<file path="config.mk">
export PLATFORM = sky130hd
export DESIGN_NAME = ouh_top
export DESIGN_NICKNAME = d
export VERILOG_FILES = /design/src/rtl/ouh_pkg.sv /design/src/rtl/ouh_chan_regs.sv /design/src/rtl/ouh_top.sv
export VERILOG_INCLUDE_DIRS = /design/src /design/src/rtl
export SDC_FILE = /design/constraint.sdc
export NUM_CORES = 2
export LEC_CHECK = 0
export ABC_CLOCK_PERIOD_IN_PS = 2680
export BUFFER_PORTS_ARGS = -buffer_cell sky130_fd_sc_hd__buf_4
export CAP_MARGIN = 20
export CORE_ASPECT_RATIO = 1.25
export CORE_UTILIZATION = 48
export DETAILED_ROUTE_END_ITERATION = 7
export PLACE_DENSITY_LB_ADDON = 0.12
export SLEW_MARGIN = 20
export SYNTH_ARGS = -nofsm -noshare
export SYNTH_HDL_FRONTEND = slang
export SYNTH_SLANG_ARGS = --single-unit
export TNS_END_PERCENT = 50
</file>
<file path="constraint.sdc">
create_clock -name clk -period 2.68 [get_ports clk]
set_clock_uncertainty 0.15 [all_clocks]
set_input_delay 0.134 -clock clk [delete_from_list [all_inputs] [get_ports clk]]
set_output_delay 0.134 -clock clk [all_outputs]
set_load 0.01 [all_outputs]
</file>
<file path="src/rtl/ouh_defs.svh">
// Purpose: constants of the octal uart host front end
// Assumes: included by its bare name
// Notes: offsets in the config space are low seven address bits
`ifndef OUH_DEFS_SVH
`define OUH_DEFS_SVH

// ---------------------------------------------------------------
// geometry and channel register offsets
// ---------------------------------------------------------------
`define OUH_NCH 8
`define OUH_CH_MCR 4'h4
`define OUH_CH_MSR 4'h6
`define OUH_CH_FEATURE_CONTROL_REG 4'h8
`define OUH_REG_RST_VAL 8'h00

// ---------------------------------------------------------------
// field positions
// ---------------------------------------------------------------
`define OUH_MCR_DTR_BIT 0
`define OUH_MCR_RTS_BIT 1
`define OUH_MCR_IR_BIT 6
`define OUH_FEATURE_CONTROL_REG_IRINV_BIT 4
`define OUH_MSR_CTS_BIT 4
`define OUH_MSR_DSR_BIT 5
`define OUH_MSR_RI_BIT 6
`define OUH_MSR_CD_BIT 7
`define OUH_BCAST_BIT 0
`define OUH_TMR_EN_BIT 0
`define OUH_TMR_EXT_BIT 1
`define OUH_INT1_TMR_BIT 0
`define OUH_INT1_WAKE_BIT 1

// ---------------------------------------------------------------
// config space offsets
// ---------------------------------------------------------------
`define OUH_CFG_INT0 7'h00
`define OUH_CFG_INT1 7'h01
`define OUH_CFG_INT2 7'h02
`define OUH_CFG_INT3 7'h03
`define OUH_CFG_TMR_CTRL 7'h04
`define OUH_CFG_TMR_LSB 7'h06
`define OUH_CFG_TMR_MSB 7'h07
`define OUH_CFG_SWRST 7'h0a
`define OUH_CFG_BCAST 7'h0f

// ---------------------------------------------------------------
// timing
// ---------------------------------------------------------------
`define OUH_CLK_NS 20
`define OUH_HWRST_MIN_NS 40
`define OUH_HWRST_CYC ((`OUH_HWRST_MIN_NS + `OUH_CLK_NS - 1) / `OUH_CLK_NS)

`endif

</file>
<file path="src/rtl/ouh_pkg.sv">
// Purpose: shared types of the octal uart host front end
// Assumes: nothing
// Notes: constants live in ouh_defs.svh
package ouh_pkg;
    typedef logic [7:0] ouh_byte_t;
    typedef logic [2:0] ouh_chan_t;
    // host access phase, one-hot
    typedef enum logic [2:0] {
        OUH_ACC_IDLE = 3'b001,
        OUH_ACC_RD = 3'b010,
        OUH_ACC_WR = 3'b100
    } ouh_acc_t;
endpackage

</file>
<file path="src/rtl/ouh_chan_regs.sv">
// Purpose: one uart channel register set with modem pins and rx front end
// Assumes: inputs synchronous to clk
// Notes: msr reads live pin levels, inverted to active high
`include "ouh_defs.svh"
`timescale 1ns/1ns
`default_nettype none
module ouh_chan_regs (
    // clock and resets
    input wire logic clk,
    input wire logic rst,
    input wire logic soft_rst,
    input wire logic infrared_startup_strap,
    // register access
    input wire logic wr_en,
    input wire logic [3:0] addr,
    input wire ouh_pkg::ouh_byte_t wdata,
    output ouh_pkg::ouh_byte_t rd_data,
    // serial and modem pins
    input wire logic serial_receive_in,
    input wire logic clear_send_in_n,
    input wire logic set_ready_in_n,
    input wire logic carrier_detect_in_n,
    input wire logic ring_indicate_in_n,
    output logic request_send_out_n,
    output logic terminal_ready_out_n,
    output logic ir_decoder_in_r,
    output logic rx_idle_r
);
    import ouh_pkg::*;

    ouh_byte_t regs_r [16];
    ouh_byte_t msr;
    logic ir_mode;
    logic ir_inv;

    // ---------------------------------------------------------------
    // register storage
    // ---------------------------------------------------------------
    // reset wins over a write in the same cycle; strap lands in ir bit
    always_ff @(posedge clk) begin
        if (rst || soft_rst) begin
            for (int i = 0; i < 16; i++) begin
                regs_r[i] <= `OUH_REG_RST_VAL;
            end
            regs_r[`OUH_CH_MCR][`OUH_MCR_IR_BIT] <= infrared_startup_strap;
        end else if (wr_en) begin
            regs_r[addr] <= wdata;
        end
    end

    assign ir_mode = regs_r[`OUH_CH_MCR][`OUH_MCR_IR_BIT];
    assign ir_inv = regs_r[`OUH_CH_FEATURE_CONTROL_REG][`OUH_FEATURE_CONTROL_REG_IRINV_BIT];

    // modem outputs, active low from mcr bits
    assign request_send_out_n = ~regs_r[`OUH_CH_MCR][`OUH_MCR_RTS_BIT];
    assign terminal_ready_out_n = ~regs_r[`OUH_CH_MCR][`OUH_MCR_DTR_BIT];

    // status inputs, active low on the pin
    always_comb begin
        msr = 8'h00;
        msr[`OUH_MSR_CTS_BIT] = ~clear_send_in_n;
        msr[`OUH_MSR_DSR_BIT] = ~set_ready_in_n;
        msr[`OUH_MSR_RI_BIT] = ~ring_indicate_in_n;
        msr[`OUH_MSR_CD_BIT] = ~carrier_detect_in_n;
    end

    assign rd_data = (addr == `OUH_CH_MSR) ? msr : regs_r[addr];

    // ---------------------------------------------------------------
    // receive front end
    // ---------------------------------------------------------------
    // inversion only in infrared mode; plain rxd idles high
    always_ff @(posedge clk) begin
        if (rst) begin
            ir_decoder_in_r <= 1'b1;
            rx_idle_r <= 1'b1;
        end else begin
            ir_decoder_in_r <= (ir_mode && ir_inv) ? ~serial_receive_in : serial_receive_in;
            rx_idle_r <= !ir_mode && serial_receive_in;
        end
    end

    ir_invert_a: assert property (@(posedge clk) disable iff (rst)
        ir_mode && ir_inv && !soft_rst |=> ir_decoder_in_r == !$past(serial_receive_in))
        else $error("ir receive not inverted");
    strap_copy_a: assert property (@(posedge clk) disable iff (rst)
        soft_rst |=> ir_mode == $past(infrared_startup_strap))
        else $error("strap not copied to mcr");
    rts_level_a: assert property (@(posedge clk) disable iff (rst)
        wr_en && !soft_rst && addr == `OUH_CH_MCR |=> request_send_out_n == !$past(wdata[`OUH_MCR_RTS_BIT]))
        else $error("rts pin not active low");
endmodule // ouh_chan_regs
`default_nettype wire

</file>
<file path="src/rtl/ouh_top.sv">
// Purpose: host port front end of an eight channel uart device
// Assumes: all inputs synchronous to clk (oscillator clock)
// Notes: fifo, baud, tx, rx cores and interrupt pin live elsewhere
`include "ouh_defs.svh"
`timescale 1ns/1ns
`default_nettype none
module ouh_top (
    // clock and reset
    input wire logic clk,
    input wire logic rst,
    input wire logic hw_reset_in_n,
    // straps
    input wire logic bus_style_strap,
    input wire logic infrared_startup_strap,
    // host bus
    input wire logic chip_select_n,
    input wire logic read_strobe_n,
    input wire logic write_strobe_n,
    input wire logic [7:0] addr,
    input wire ouh_pkg::ouh_byte_t data_in,
    output ouh_pkg::ouh_byte_t data_out_r,
    output logic data_out_en_n,
    // interrupt sources and timer clock
    input wire logic [7:0] chan_irq_in,
    input wire logic wake_in,
    input wire logic timer_ext_clock,
    // serial pins, one bit per channel
    input wire logic [7:0] serial_receive_in,
    input wire logic [7:0] clear_send_in_n,
    input wire logic [7:0] set_ready_in_n,
    input wire logic [7:0] carrier_detect_in_n,
    input wire logic [7:0] ring_indicate_in_n,
    output logic [7:0] request_send_out_n,
    output logic [7:0] terminal_ready_out_n,
    output logic [7:0] ir_decoder_in_r,
    output logic [7:0] rx_idle_r
);
    import ouh_pkg::*;

    ouh_acc_t acc_r, acc_nxt;
    logic [1:0] hw_low_cnt_r;
    logic hw_rst, core_rst;
    logic rd_act, wr_act, wr_pulse, rd_pulse, cfg_sel;
    ouh_chan_t chan_sel;
    logic [7:0] chan_we;
    logic [7:0] soft_rst_r;
    ouh_byte_t bcast_r, tmr_ctrl_r, tmr_lsb_r, tmr_msb_r, cfg_rd, int1;
    ouh_byte_t chan_rd [8];
    logic [15:0] tmr_cnt_r;
    logic tmr_ck_q, tmr_tick, tmr_expired_r;

    // ---------------------------------------------------------------
    // hardware reset recognition
    // ---------------------------------------------------------------
    // a pulse shorter than the least width is not taken as reset
    always_ff @(posedge clk) begin
        if (rst || hw_reset_in_n) begin
            hw_low_cnt_r <= 2'd0;
        end else if (hw_low_cnt_r != 2'(`OUH_HWRST_CYC)) begin
            hw_low_cnt_r <= hw_low_cnt_r + 2'd1;
        end
    end
    assign hw_rst = !hw_reset_in_n && (hw_low_cnt_r == 2'(`OUH_HWRST_CYC) - 2'd1 ||
                    hw_low_cnt_r == 2'(`OUH_HWRST_CYC));
    assign core_rst = rst || hw_rst;

    // ---------------------------------------------------------------
    // bus style decode
    // ---------------------------------------------------------------
    // style two: chip select is the strobe and write strobe pin is read/write
    always_comb begin
        if (bus_style_strap) begin
            rd_act = !chip_select_n && !read_strobe_n;
            wr_act = !chip_select_n && !write_strobe_n;
        end else begin
            rd_act = !chip_select_n && write_strobe_n;
            wr_act = !chip_select_n && !write_strobe_n;
        end
    end

    // access phase; a held strobe is one access only
    always_comb begin
        case ({wr_act, rd_act})
            2'b10: acc_nxt = OUH_ACC_WR;
            2'b01: acc_nxt = OUH_ACC_RD;
            default: acc_nxt = OUH_ACC_IDLE;
        endcase
    end
    always_ff @(posedge clk) begin
        if (core_rst) begin
            acc_r <= OUH_ACC_IDLE;
        end else begin
            acc_r <= acc_nxt;
        end
    end
    assign wr_pulse = (acc_nxt == OUH_ACC_WR) && (acc_r != OUH_ACC_WR);
    assign rd_pulse = (acc_nxt == OUH_ACC_RD) && (acc_r != OUH_ACC_RD);

    // ---------------------------------------------------------------
    // channel routing
    // ---------------------------------------------------------------
    assign cfg_sel = addr[7];
    assign chan_sel = addr[6:4];
    // broadcast overrides the decoded channel on writes only
    assign chan_we = (!wr_pulse || cfg_sel) ? 8'h00 :
                     bcast_r[`OUH_BCAST_BIT] ? 8'hff : (8'h01 << chan_sel);

    generate
        for (genvar g = 0; g < `OUH_NCH; g++) begin : g_chan
            ouh_chan_regs u_chan (
                .clk(clk),
                .rst(core_rst),
                .soft_rst(soft_rst_r[g]),
                .infrared_startup_strap(infrared_startup_strap),
                .wr_en(chan_we[g]),
                .addr(addr[3:0]),
                .wdata(data_in),
                .rd_data(chan_rd[g]),
                .serial_receive_in(serial_receive_in[g]),
                .clear_send_in_n(clear_send_in_n[g]),
                .set_ready_in_n(set_ready_in_n[g]),
                .carrier_detect_in_n(carrier_detect_in_n[g]),
                .ring_indicate_in_n(ring_indicate_in_n[g]),
                .request_send_out_n(request_send_out_n[g]),
                .terminal_ready_out_n(terminal_ready_out_n[g]),
                .ir_decoder_in_r(ir_decoder_in_r[g]),
                .rx_idle_r(rx_idle_r[g])
            );
        end
    endgenerate

    // ---------------------------------------------------------------
    // config space registers
    // ---------------------------------------------------------------
    // soft reset bits are one-cycle pulses, never stored
    always_ff @(posedge clk) begin
        if (core_rst) begin
            soft_rst_r <= 8'h00;
        end else if (wr_pulse && cfg_sel && addr[6:0] == `OUH_CFG_SWRST) begin
            soft_rst_r <= data_in;
        end else begin
            soft_rst_r <= 8'h00;
        end
    end

    always_ff @(posedge clk) begin
        if (core_rst) begin
            bcast_r <= `OUH_REG_RST_VAL;
            tmr_ctrl_r <= `OUH_REG_RST_VAL;
            tmr_lsb_r <= `OUH_REG_RST_VAL;
            tmr_msb_r <= `OUH_REG_RST_VAL;
        end else if (wr_pulse && cfg_sel) begin
            case (addr[6:0])
                `OUH_CFG_BCAST: bcast_r <= data_in;
                `OUH_CFG_TMR_CTRL: tmr_ctrl_r <= data_in;
                `OUH_CFG_TMR_LSB: tmr_lsb_r <= data_in;
                `OUH_CFG_TMR_MSB: tmr_msb_r <= data_in;
                default: ;
            endcase
        end
    end

    // ---------------------------------------------------------------
    // timer/counter
    // ---------------------------------------------------------------
    // external clock is sampled, so it must stay below half of clk
    always_ff @(posedge clk) begin
        if (core_rst) begin
            tmr_ck_q <= 1'b0;
        end else begin
            tmr_ck_q <= timer_ext_clock;
        end
    end
    assign tmr_tick = tmr_ctrl_r[`OUH_TMR_EN_BIT] &&
                      (!tmr_ctrl_r[`OUH_TMR_EXT_BIT] || (timer_ext_clock && !tmr_ck_q));

    // writing control reloads; expiry flag set wins over its read clear
    always_ff @(posedge clk) begin
        if (core_rst) begin
            tmr_cnt_r <= 16'h0000;
            tmr_expired_r <= 1'b0;
        end else begin
            if (wr_pulse && cfg_sel && addr[6:0] == `OUH_CFG_TMR_CTRL) begin
                tmr_cnt_r <= {tmr_msb_r, tmr_lsb_r};
            end else if (tmr_tick) begin
                tmr_cnt_r <= (tmr_cnt_r == 16'h0000) ? {tmr_msb_r, tmr_lsb_r} : tmr_cnt_r - 16'h0001;
            end
            if (tmr_tick && tmr_cnt_r == 16'h0000) begin
                tmr_expired_r <= 1'b1;
            end else if (rd_pulse && cfg_sel && addr[6:0] == `OUH_CFG_INT1) begin
                tmr_expired_r <= 1'b0;
            end
        end
    end

    // ---------------------------------------------------------------
    // read path
    // ---------------------------------------------------------------
    always_comb begin
        int1 = 8'h00;
        int1[`OUH_INT1_TMR_BIT] = tmr_expired_r;
        int1[`OUH_INT1_WAKE_BIT] = wake_in;
        case (addr[6:0])
            `OUH_CFG_INT0: cfg_rd = chan_irq_in;
            `OUH_CFG_INT1: cfg_rd = int1;
            `OUH_CFG_INT2: cfg_rd = 8'h00;
            `OUH_CFG_INT3: cfg_rd = 8'h00;
            `OUH_CFG_TMR_CTRL: cfg_rd = tmr_ctrl_r;
            `OUH_CFG_TMR_LSB: cfg_rd = tmr_cnt_r[7:0];
            `OUH_CFG_TMR_MSB: cfg_rd = tmr_cnt_r[15:8];
            `OUH_CFG_BCAST: cfg_rd = bcast_r;
            default: cfg_rd = 8'h00;
        endcase
    end

    // data follows the bus while read is held; bus driven one cycle later
    always_ff @(posedge clk) begin
        if (core_rst) begin
            data_out_r <= 8'h00;
        end else if (acc_nxt == OUH_ACC_RD) begin
            data_out_r <= cfg_sel ? cfg_rd : chan_rd[chan_sel];
        end
    end
    assign data_out_en_n = (acc_r != OUH_ACC_RD);

    // ---------------------------------------------------------------
    // checks
    // ---------------------------------------------------------------
    cs_gate_a: assert property (@(posedge clk) disable iff (core_rst)
        chip_select_n |-> (chan_we == 8'h00 && !rd_pulse) ##1 soft_rst_r == 8'h00)
        else $error("access taken without chip select");
    chan_decode_a: assert property (@(posedge clk) disable iff (core_rst)
        wr_pulse && !addr[7] && !bcast_r[0] |-> chan_we == (8'h01 << addr[6:4]))
        else $error("channel decode wrong");
    bcast_all_a: assert property (@(posedge clk) disable iff (core_rst)
        wr_pulse && !addr[7] && bcast_r[0] |-> chan_we == 8'hff)
        else $error("broadcast write missed a channel");
    cfg_route_a: assert property (@(posedge clk) disable iff (core_rst)
        addr[7] |-> chan_we == 8'h00)
        else $error("config access reached a channel");
    style_two_a: assert property (@(posedge clk) disable iff (core_rst)
        !bus_style_strap && !chip_select_n |-> wr_act == !write_strobe_n && rd_act == write_strobe_n)
        else $error("second bus style decode wrong");
    soft_reset_a: assert property (@(posedge clk) disable iff (core_rst)
        wr_pulse && addr == 8'h8a && data_in[2] |=> soft_rst_r[2] ##1 request_send_out_n[2])
        else $error("soft reset did not reach channel");
    hw_reset_a: assert property (@(posedge clk) disable iff (rst)
        !hw_reset_in_n [*2] |=> request_send_out_n == 8'hff && terminal_ready_out_n == 8'hff)
        else $error("hardware reset left modem pins active");
    timer_step_a: assert property (@(posedge clk) disable iff (core_rst)
        tmr_tick && tmr_cnt_r != 16'h0000 && !wr_pulse |=> tmr_cnt_r == $past(tmr_cnt_r) - 16'h0001)
        else $error("timer did not count down");
    int_src_a: assert property (@(posedge clk) disable iff (core_rst)
        acc_nxt == OUH_ACC_RD && addr == 8'h80 |=> data_out_r == $past(chan_irq_in))
        else $error("interrupt source read wrong");

    bcast_write_c: cover property (@(posedge clk) disable iff (core_rst) wr_pulse && chan_we == 8'hff);
    style_two_read_c: cover property (@(posedge clk) disable iff (core_rst) !bus_style_strap && rd_pulse);
    soft_reset_c: cover property (@(posedge clk) disable iff (core_rst) soft_rst_r != 8'h00);
    timer_expire_c: cover property (@(posedge clk) disable iff (core_rst) tmr_expired_r);
endmodule // ouh_top
`default_nettype wire

</file>
**After elaboration in Yosys (flattened, before gate mapping)**

Memories as Yosys holds them, arrays and structs flattened.
Index checks and enable logic that the tools add are counted.

- Flip-flop bits (word level): 87
- Output and inout port bits: 41
- Bits in writable memories: 1,024
- Memories: 8

Memories:

| memory | depth | width | rd ports | clocked after memory_dff | wr ports | RTL line | RTL |
|---|---|---|---|---|---|---|---|
| g_chan[0].u_chan.regs_r | 16 | 8 | 3 | 0 | 16 | ouh_chan_regs.sv:31 | `ouh_byte_t regs_r [16];` |
| g_chan[1].u_chan.regs_r | 16 | 8 | 3 | 0 | 16 | ouh_chan_regs.sv:31 |  |
| g_chan[2].u_chan.regs_r | 16 | 8 | 3 | 0 | 16 | ouh_chan_regs.sv:31 |  |
| g_chan[3].u_chan.regs_r | 16 | 8 | 3 | 0 | 16 | ouh_chan_regs.sv:31 |  |
| g_chan[4].u_chan.regs_r | 16 | 8 | 3 | 0 | 16 | ouh_chan_regs.sv:31 |  |
| g_chan[5].u_chan.regs_r | 16 | 8 | 3 | 0 | 16 | ouh_chan_regs.sv:31 |  |
| +2 memories | n/a | n/a | n/a | n/a | n/a | n/a |  |

- Bitwise logic cells: 66
- Shifts and indexed selects: 1
- Equality and inequality tests: 16
- Magnitude comparators: 1
- Add/sub/neg operators: 2
- Reduce and logical (&&, ||, !) cells: 75
- Muxes and demuxes: 102

Operator list:

| operator | number |
|---|---|
| two-way mux 8 bit | 21 |
| two-way mux 1 bit | 67 |
| OR reduction 8 bit | 8 |
| NOT 1 bit | 57 |
| two-way mux 16 bit | 3 |
| one-hot mux 8 bit (6 select lines) | 1 |
| two-way mux 4 bit | 8 |
| logical AND 1 bit | 30 |
| binary-select mux 8 bit (select 3 bit) | 1 |
| equality test 7 x 3 -> 1 bit (second input constant) | 3 |
| logical NOT 16 bit | 1 |
| subtractor 16 x 1 -> 16 bit (second input constant) | 1 |
| logical NOT 1 bit | 15 |
| equality test 7 x 4 -> 1 bit (second input constant) | 2 |
| logical OR 1 bit | 13 |
| bitwise OR 1 bit | 8 |
| AND reduction 2 bit | 4 |
| left shift 1 x 3 -> 8 bit (first input constant) | 1 |
| equality test 7 x 1 -> 1 bit (second input constant) | 1 |
| logical NOT 7 bit | 1 |
| one-hot mux 3 bit (2 select lines) | 1 |
| equality test 2 x 1 -> 1 bit (second input constant) | 2 |
| equality test 2 bit (second input constant) | 2 |
| equality test 4 x 3 -> 1 bit (second input constant) | 1 |
| 10 further kinds | 11 |

**Longest topological paths before layout**

- Depth after elaboration: 15
- Depth in mapped cells: 12

**Cells and area by module**

A second synthesis with hierarchy kept.

- Cells, all modules: 3,786
- Area, all modules: 52,411.5 um^2

Modules (own cells, without submodules):

| module | area an instance (um^2) | seq. area each (um^2) | cells each | instances |
|---|---|---|---|---|
| ouh_chan_regs at g_chan[3].u_chan ... | 6,020.8 | 3,733.6 | 407 | 5 |
| ouh_chan_regs at g_chan[1].u_chan ... | 6,095.8 | 3,823.7 | 425 | 2 |
| ouh_chan_regs at g_chan[0].u_chan | 5,944.5 | 3,763.6 | 412 | 1 |
| ouh_top | 4,171.5 | 1,421.4 | 489 | 1 |

**Worst setup path before layout**

No wires, ideal clock.

- Path kind: flip-flop to flip-flop
- From: register hw_low_cnt_r[0]
- To: memory g_chan[4].u_chan.regs_r[1][0] in the netlist's numbering, enable pin
- Arrival time: 2.239 ns
- Data required time: 2.201 ns
- Slack: -0.038 ns
- Setup time: 0.329 ns
- Stages on the path, launching flop included: 10
- Path buffers: 3
- Cells stage by stage: dfxtp_1 inv_1 ha_1 o21bai_1 buf_2 nor4_2 clkbuf_1 buf_2 nand2_1 nand2_1

RTL lines:

| item | RTL line | RTL |
|---|---|---|
| start, declared | ouh_top.sv:41 | `logic [1:0] hw_low_cnt_r;` |
| start signal, assigned | ouh_top.sv:60 | `hw_low_cnt_r <= hw_low_cnt_r + 2'd1;` |
| end, declared | ouh_chan_regs.sv:31 |  |

==> impl_metrics.py <==
metrics = {
    "worst_setup_path": {
        "cp-end-kind": "register",
        "cp_slowest_cell": "mux4_2",
        "r2r_start": "g_chan[4].u_chan.regs_r[3][5]",
        "max_stage_delay_ps": 520,
        "cp-startpoint": "g_chan[4].u_chan.regs_r[3][5]",
        "arrival_ps": 3120,
        "critPathRequiredTime_ps": 3160,
        "critPathMaxFanout": 1,
        "critPathLaunchType": "register",
        "cp_cell_sequence": "mux4_2, a22oi_1, nand3_1, a311o_1, a211oi_2, buf_4, o31ai_1",
        "critPathKind": "reg -> reg",
    },
    "power_and_ir_drop": {
        "p_int_mw": 29.8,
        "peakVddDrop_uv": 514,
        "switching_share": 0.244,
        "p_clk_frac": 0.392,
        "p_per_area_mw_per_mm2": 637,
        "seq_power_share": 0.501,
        "leakagePower_nw": 26.5,
        "power.net_switching_mw": 9.59,
        "comb_power_share": 0.107,
    },
    "global_routing": {
        "grt_antenna_before_repair": 3,
        "grt_usage": 0.325,
        "overflow": 0,
        "grt_pass1_vias": 35800,
        "grt_pass1_wl_mm": 255,
        "grt_start_max_net_pins": 128,
    },
    "layout": {
        "fin_cells": 5794,
        "drive_gt1_frac": 0.246,
        "largest_reg_flops": 1000,
        "postLayoutCellArea_mm2": 0.0617,
        "largest_register": "g_chan.u_chan.regs_r",
        "utilization": 0.577,
        "seq_area_mm2": 0.0318,
        "multi_input_area_mm2": 0.0177,
        "area_delta_synth_final_pct": 19.0,
        "nNetsFinal": 4347,
        "fillers": 8674,
        "reg_top3": "g_chan.u_chan.regs_r: 1000 flops, tmr_cnt_r: 16 flops",
    },
    "yosys": {
        "muxShareOfSynthArea": 0.108,
        "syn_area_per_cell_um2": 12.9,
        "synth_cell_type_count": 75,
        "synth.top_cell.area_share": 0.579,
        "ys_warn_count": 0,
        "synth_top_family_by_area": "simple AND/OR/NAND/NOR gates",
        "synthXorXnorAreaFrac": 0.00152,
        "synth_top_cell_by_area": "edfxtp_1",
        "synthCells": 4013,
        "syn_nets": 4094,
        "async_flop_share": 0,
        "synth_adder_area_share": 0.00169,
        "synth_compound_area_frac": 0.0479,
        "synth_area_leaders": "edfxtp_1 (58%), and3_1 (12%), mux4_2 (8.6%)",
        "synth-edff-count": 1000,
        "synth-simple-area-share": 0.178,
        "syn_area_mm2": 0.0519,
        "synth-seq-cells": 1087,
        "synth_ff_type": "edfxtp_1",
        "synth_seq_area_share": 0.612,
    },
    "timing": {
        "min_period_over_period": 0.985,
        "fmax_mhz": 379,
        "worst_slew_pin_slew_ps": 996,
        "setup_viol": 0,
        "drv_slew": 0,
        "setup_tns_ps": 0,
        "layout_min_cycle_time_ps": 2640,
        "finalHoldViolations": 0,
        "relSlewSlack": 0.336,
    },
    "clocking": {
        "clock_latency_ps": 740,
        "numCtsBuffers": 112,
        "postCtsSetupBuffers": 0,
        "cts.sink_count": 1087,
        "htree_levels": 3,
        "clkTransAtPathRegs_ps": 60,
        "cts_tree": "yes",
        "cts-root-buf": "clkbuf_16",
        "clock_path_buffers": 3,
    },
    "place": {
        "port_buffers": 114,
        "place_area_mm2": 0.0577,
        "place.gp.congestion": 0.950,
        "hpwl_mm": 120,
        "dp.cells": 5532,
    },
    "floorplanning": {
        "start_util": 0.485,
        "die_w_um": 296,
        "coreArea_mm2": 0.107,
        "ios": 115,
        "num_rows": 134,
        "dieArea_mm2": 0.109,
        "dieHeight_um": 370,
    },
    "drt": {
        "detail_route.wl_per_cell_um": 30.5,
        "drc_errors": 0,
        "drtPass1Iterations": 5,
        "vias": 36500,
        "first_iter_violations": 4419,
        "wl_mm": 177,
        "ant_nets": 0,
        "via_per_inst": 6.30,
    },
    "run": {
        "maxCapViolCount": 0,
    },
    "min_path": {
        "hp-class": "in -> reg",
        "worstHoldStart": "data_in[6]",
    },
    "outcome": {
        "status": "completed",
    },
}
[cell families (layout without fill, tap and decap cells)]
| group | Yosys count | count (layout) |
|---|---|---|
| compound gates | 382 | 382 |
| buf+inv | 570 | 918 |
| simple gates | 1657 | 1657 |
| mux | 301 | 301 |
| other cells | 0 | 5 |
| flops | 1087 | 1087 |
| xor+xnor | 9 | 9 |
| fa+ha+maj | 7 | 7 |
[placed cells by master, fill, tap and decap left out, types with 47 or more instances in the layout]
cell type and count:
and3_1 1001, edfxtp_1 1000, buf_4 489, nand2_1 383, mux4_2 198, buf_12 127
clkbuf_16 113, a21oi_1 108, dfxtp_1 87, o21ai_0 65, mux2i_1 60, nand3_1 58
a22oi_1 56, nor2_1 53, dlygate4sd3_1 47
[power groups by stage]
| stage | logic, mW | registers (mW) | clock network [mW] |
|---|---|---|---|
| 6_report | 4.20 | 19.7 | 15.4 |
| 5_1_grt | 4.33 | 19.8 | 16.2 |
| 4_1_cts | 4.15 | 19.7 | 15.6 |
| 3_5_place_dp | 4.08 | 20.1 | 0 |
| 3_3_place_gp | 4.06 | 20.1 | 0 |
| 2_1_floorplan | 1.98 | 19.9 | 0 |
[metal layers]
layer / track usage / wire length (um)
met4: 0.144 / 8260
met1: 0.428 / 68000
met5: 0 / 12
met2: 0.523 / 84700
met3: 0.0586 / 15800
[worst max-delay path: cells and delay by family, from the launching register on]
family,cells,cell delay [ps]
and+or+nand+nor,1,190
AOI/OAI and AO/OA,4,1150
DFF,1,370
muxes,1,520
buffers and inverters,1,170
[cell type report]
| cell class | instances | area share |
|---|---|---|
| clock buffers | 149 | 0.0496 |
| well taps | 1428 | 0.0289 |
| inverters | 41 | 0.00249 |
| diodes | 5 | 0.000203 |
| multi-input cells | 2356 | 0.287 |
| repair buffers | 668 | 0.109 |
| flip-flops and latches | 1087 | 0.515 |
| clock inverters | 60 | 0.00804 |
[synth_stat cells (29+ instances only)]
master	instances
o21ai_0	66
inv_1	40
dfxtp_1	87
mux2_2	39
edfxtp_1	1000
nand3_1	58
a21oi_1	108
nor3_1	29
a22oi_1	56
nand2_1	392
buf_4	47
clkbuf_1	362
and3_1	1001
o22ai_1	29
mux2i_1	60
buf_2	82
mux4_2	198
nor2_1	68
[stage by stage]
stage	power, mW	hold slack [ps]	worst slack [ps]
2_1_floorplan	21.9	60.8	-38.2
3_3_place_gp	24.1	195	-342
3_5_place_dp	24.2	205	-339
4_1_cts	39.4	6.85	7.09
5_1_grt	40.3	31.0	-3.50
6_report	39.3	21.5	40.1
[worst paths after layout]
check	slack [ps]	cells past startpoint	to
max	40	7	data_out_r[5]
min	20	2	g_chan[5].u_chan.regs_r[3][6]
max reg2reg	40	7	data_out_r[5]
min reg2reg	300	2	tmr_lsb_r[7]
[what timing repair did]
item | CTS | global route
resized for setup | 2 | 12
endpoints found under the setup margin | 153 | 190
endpoints found under the hold margin | 273 | 0
hold buffers | 47 | 0
pin swaps | 0 | 1
Power figures use the tool's default switching activity.
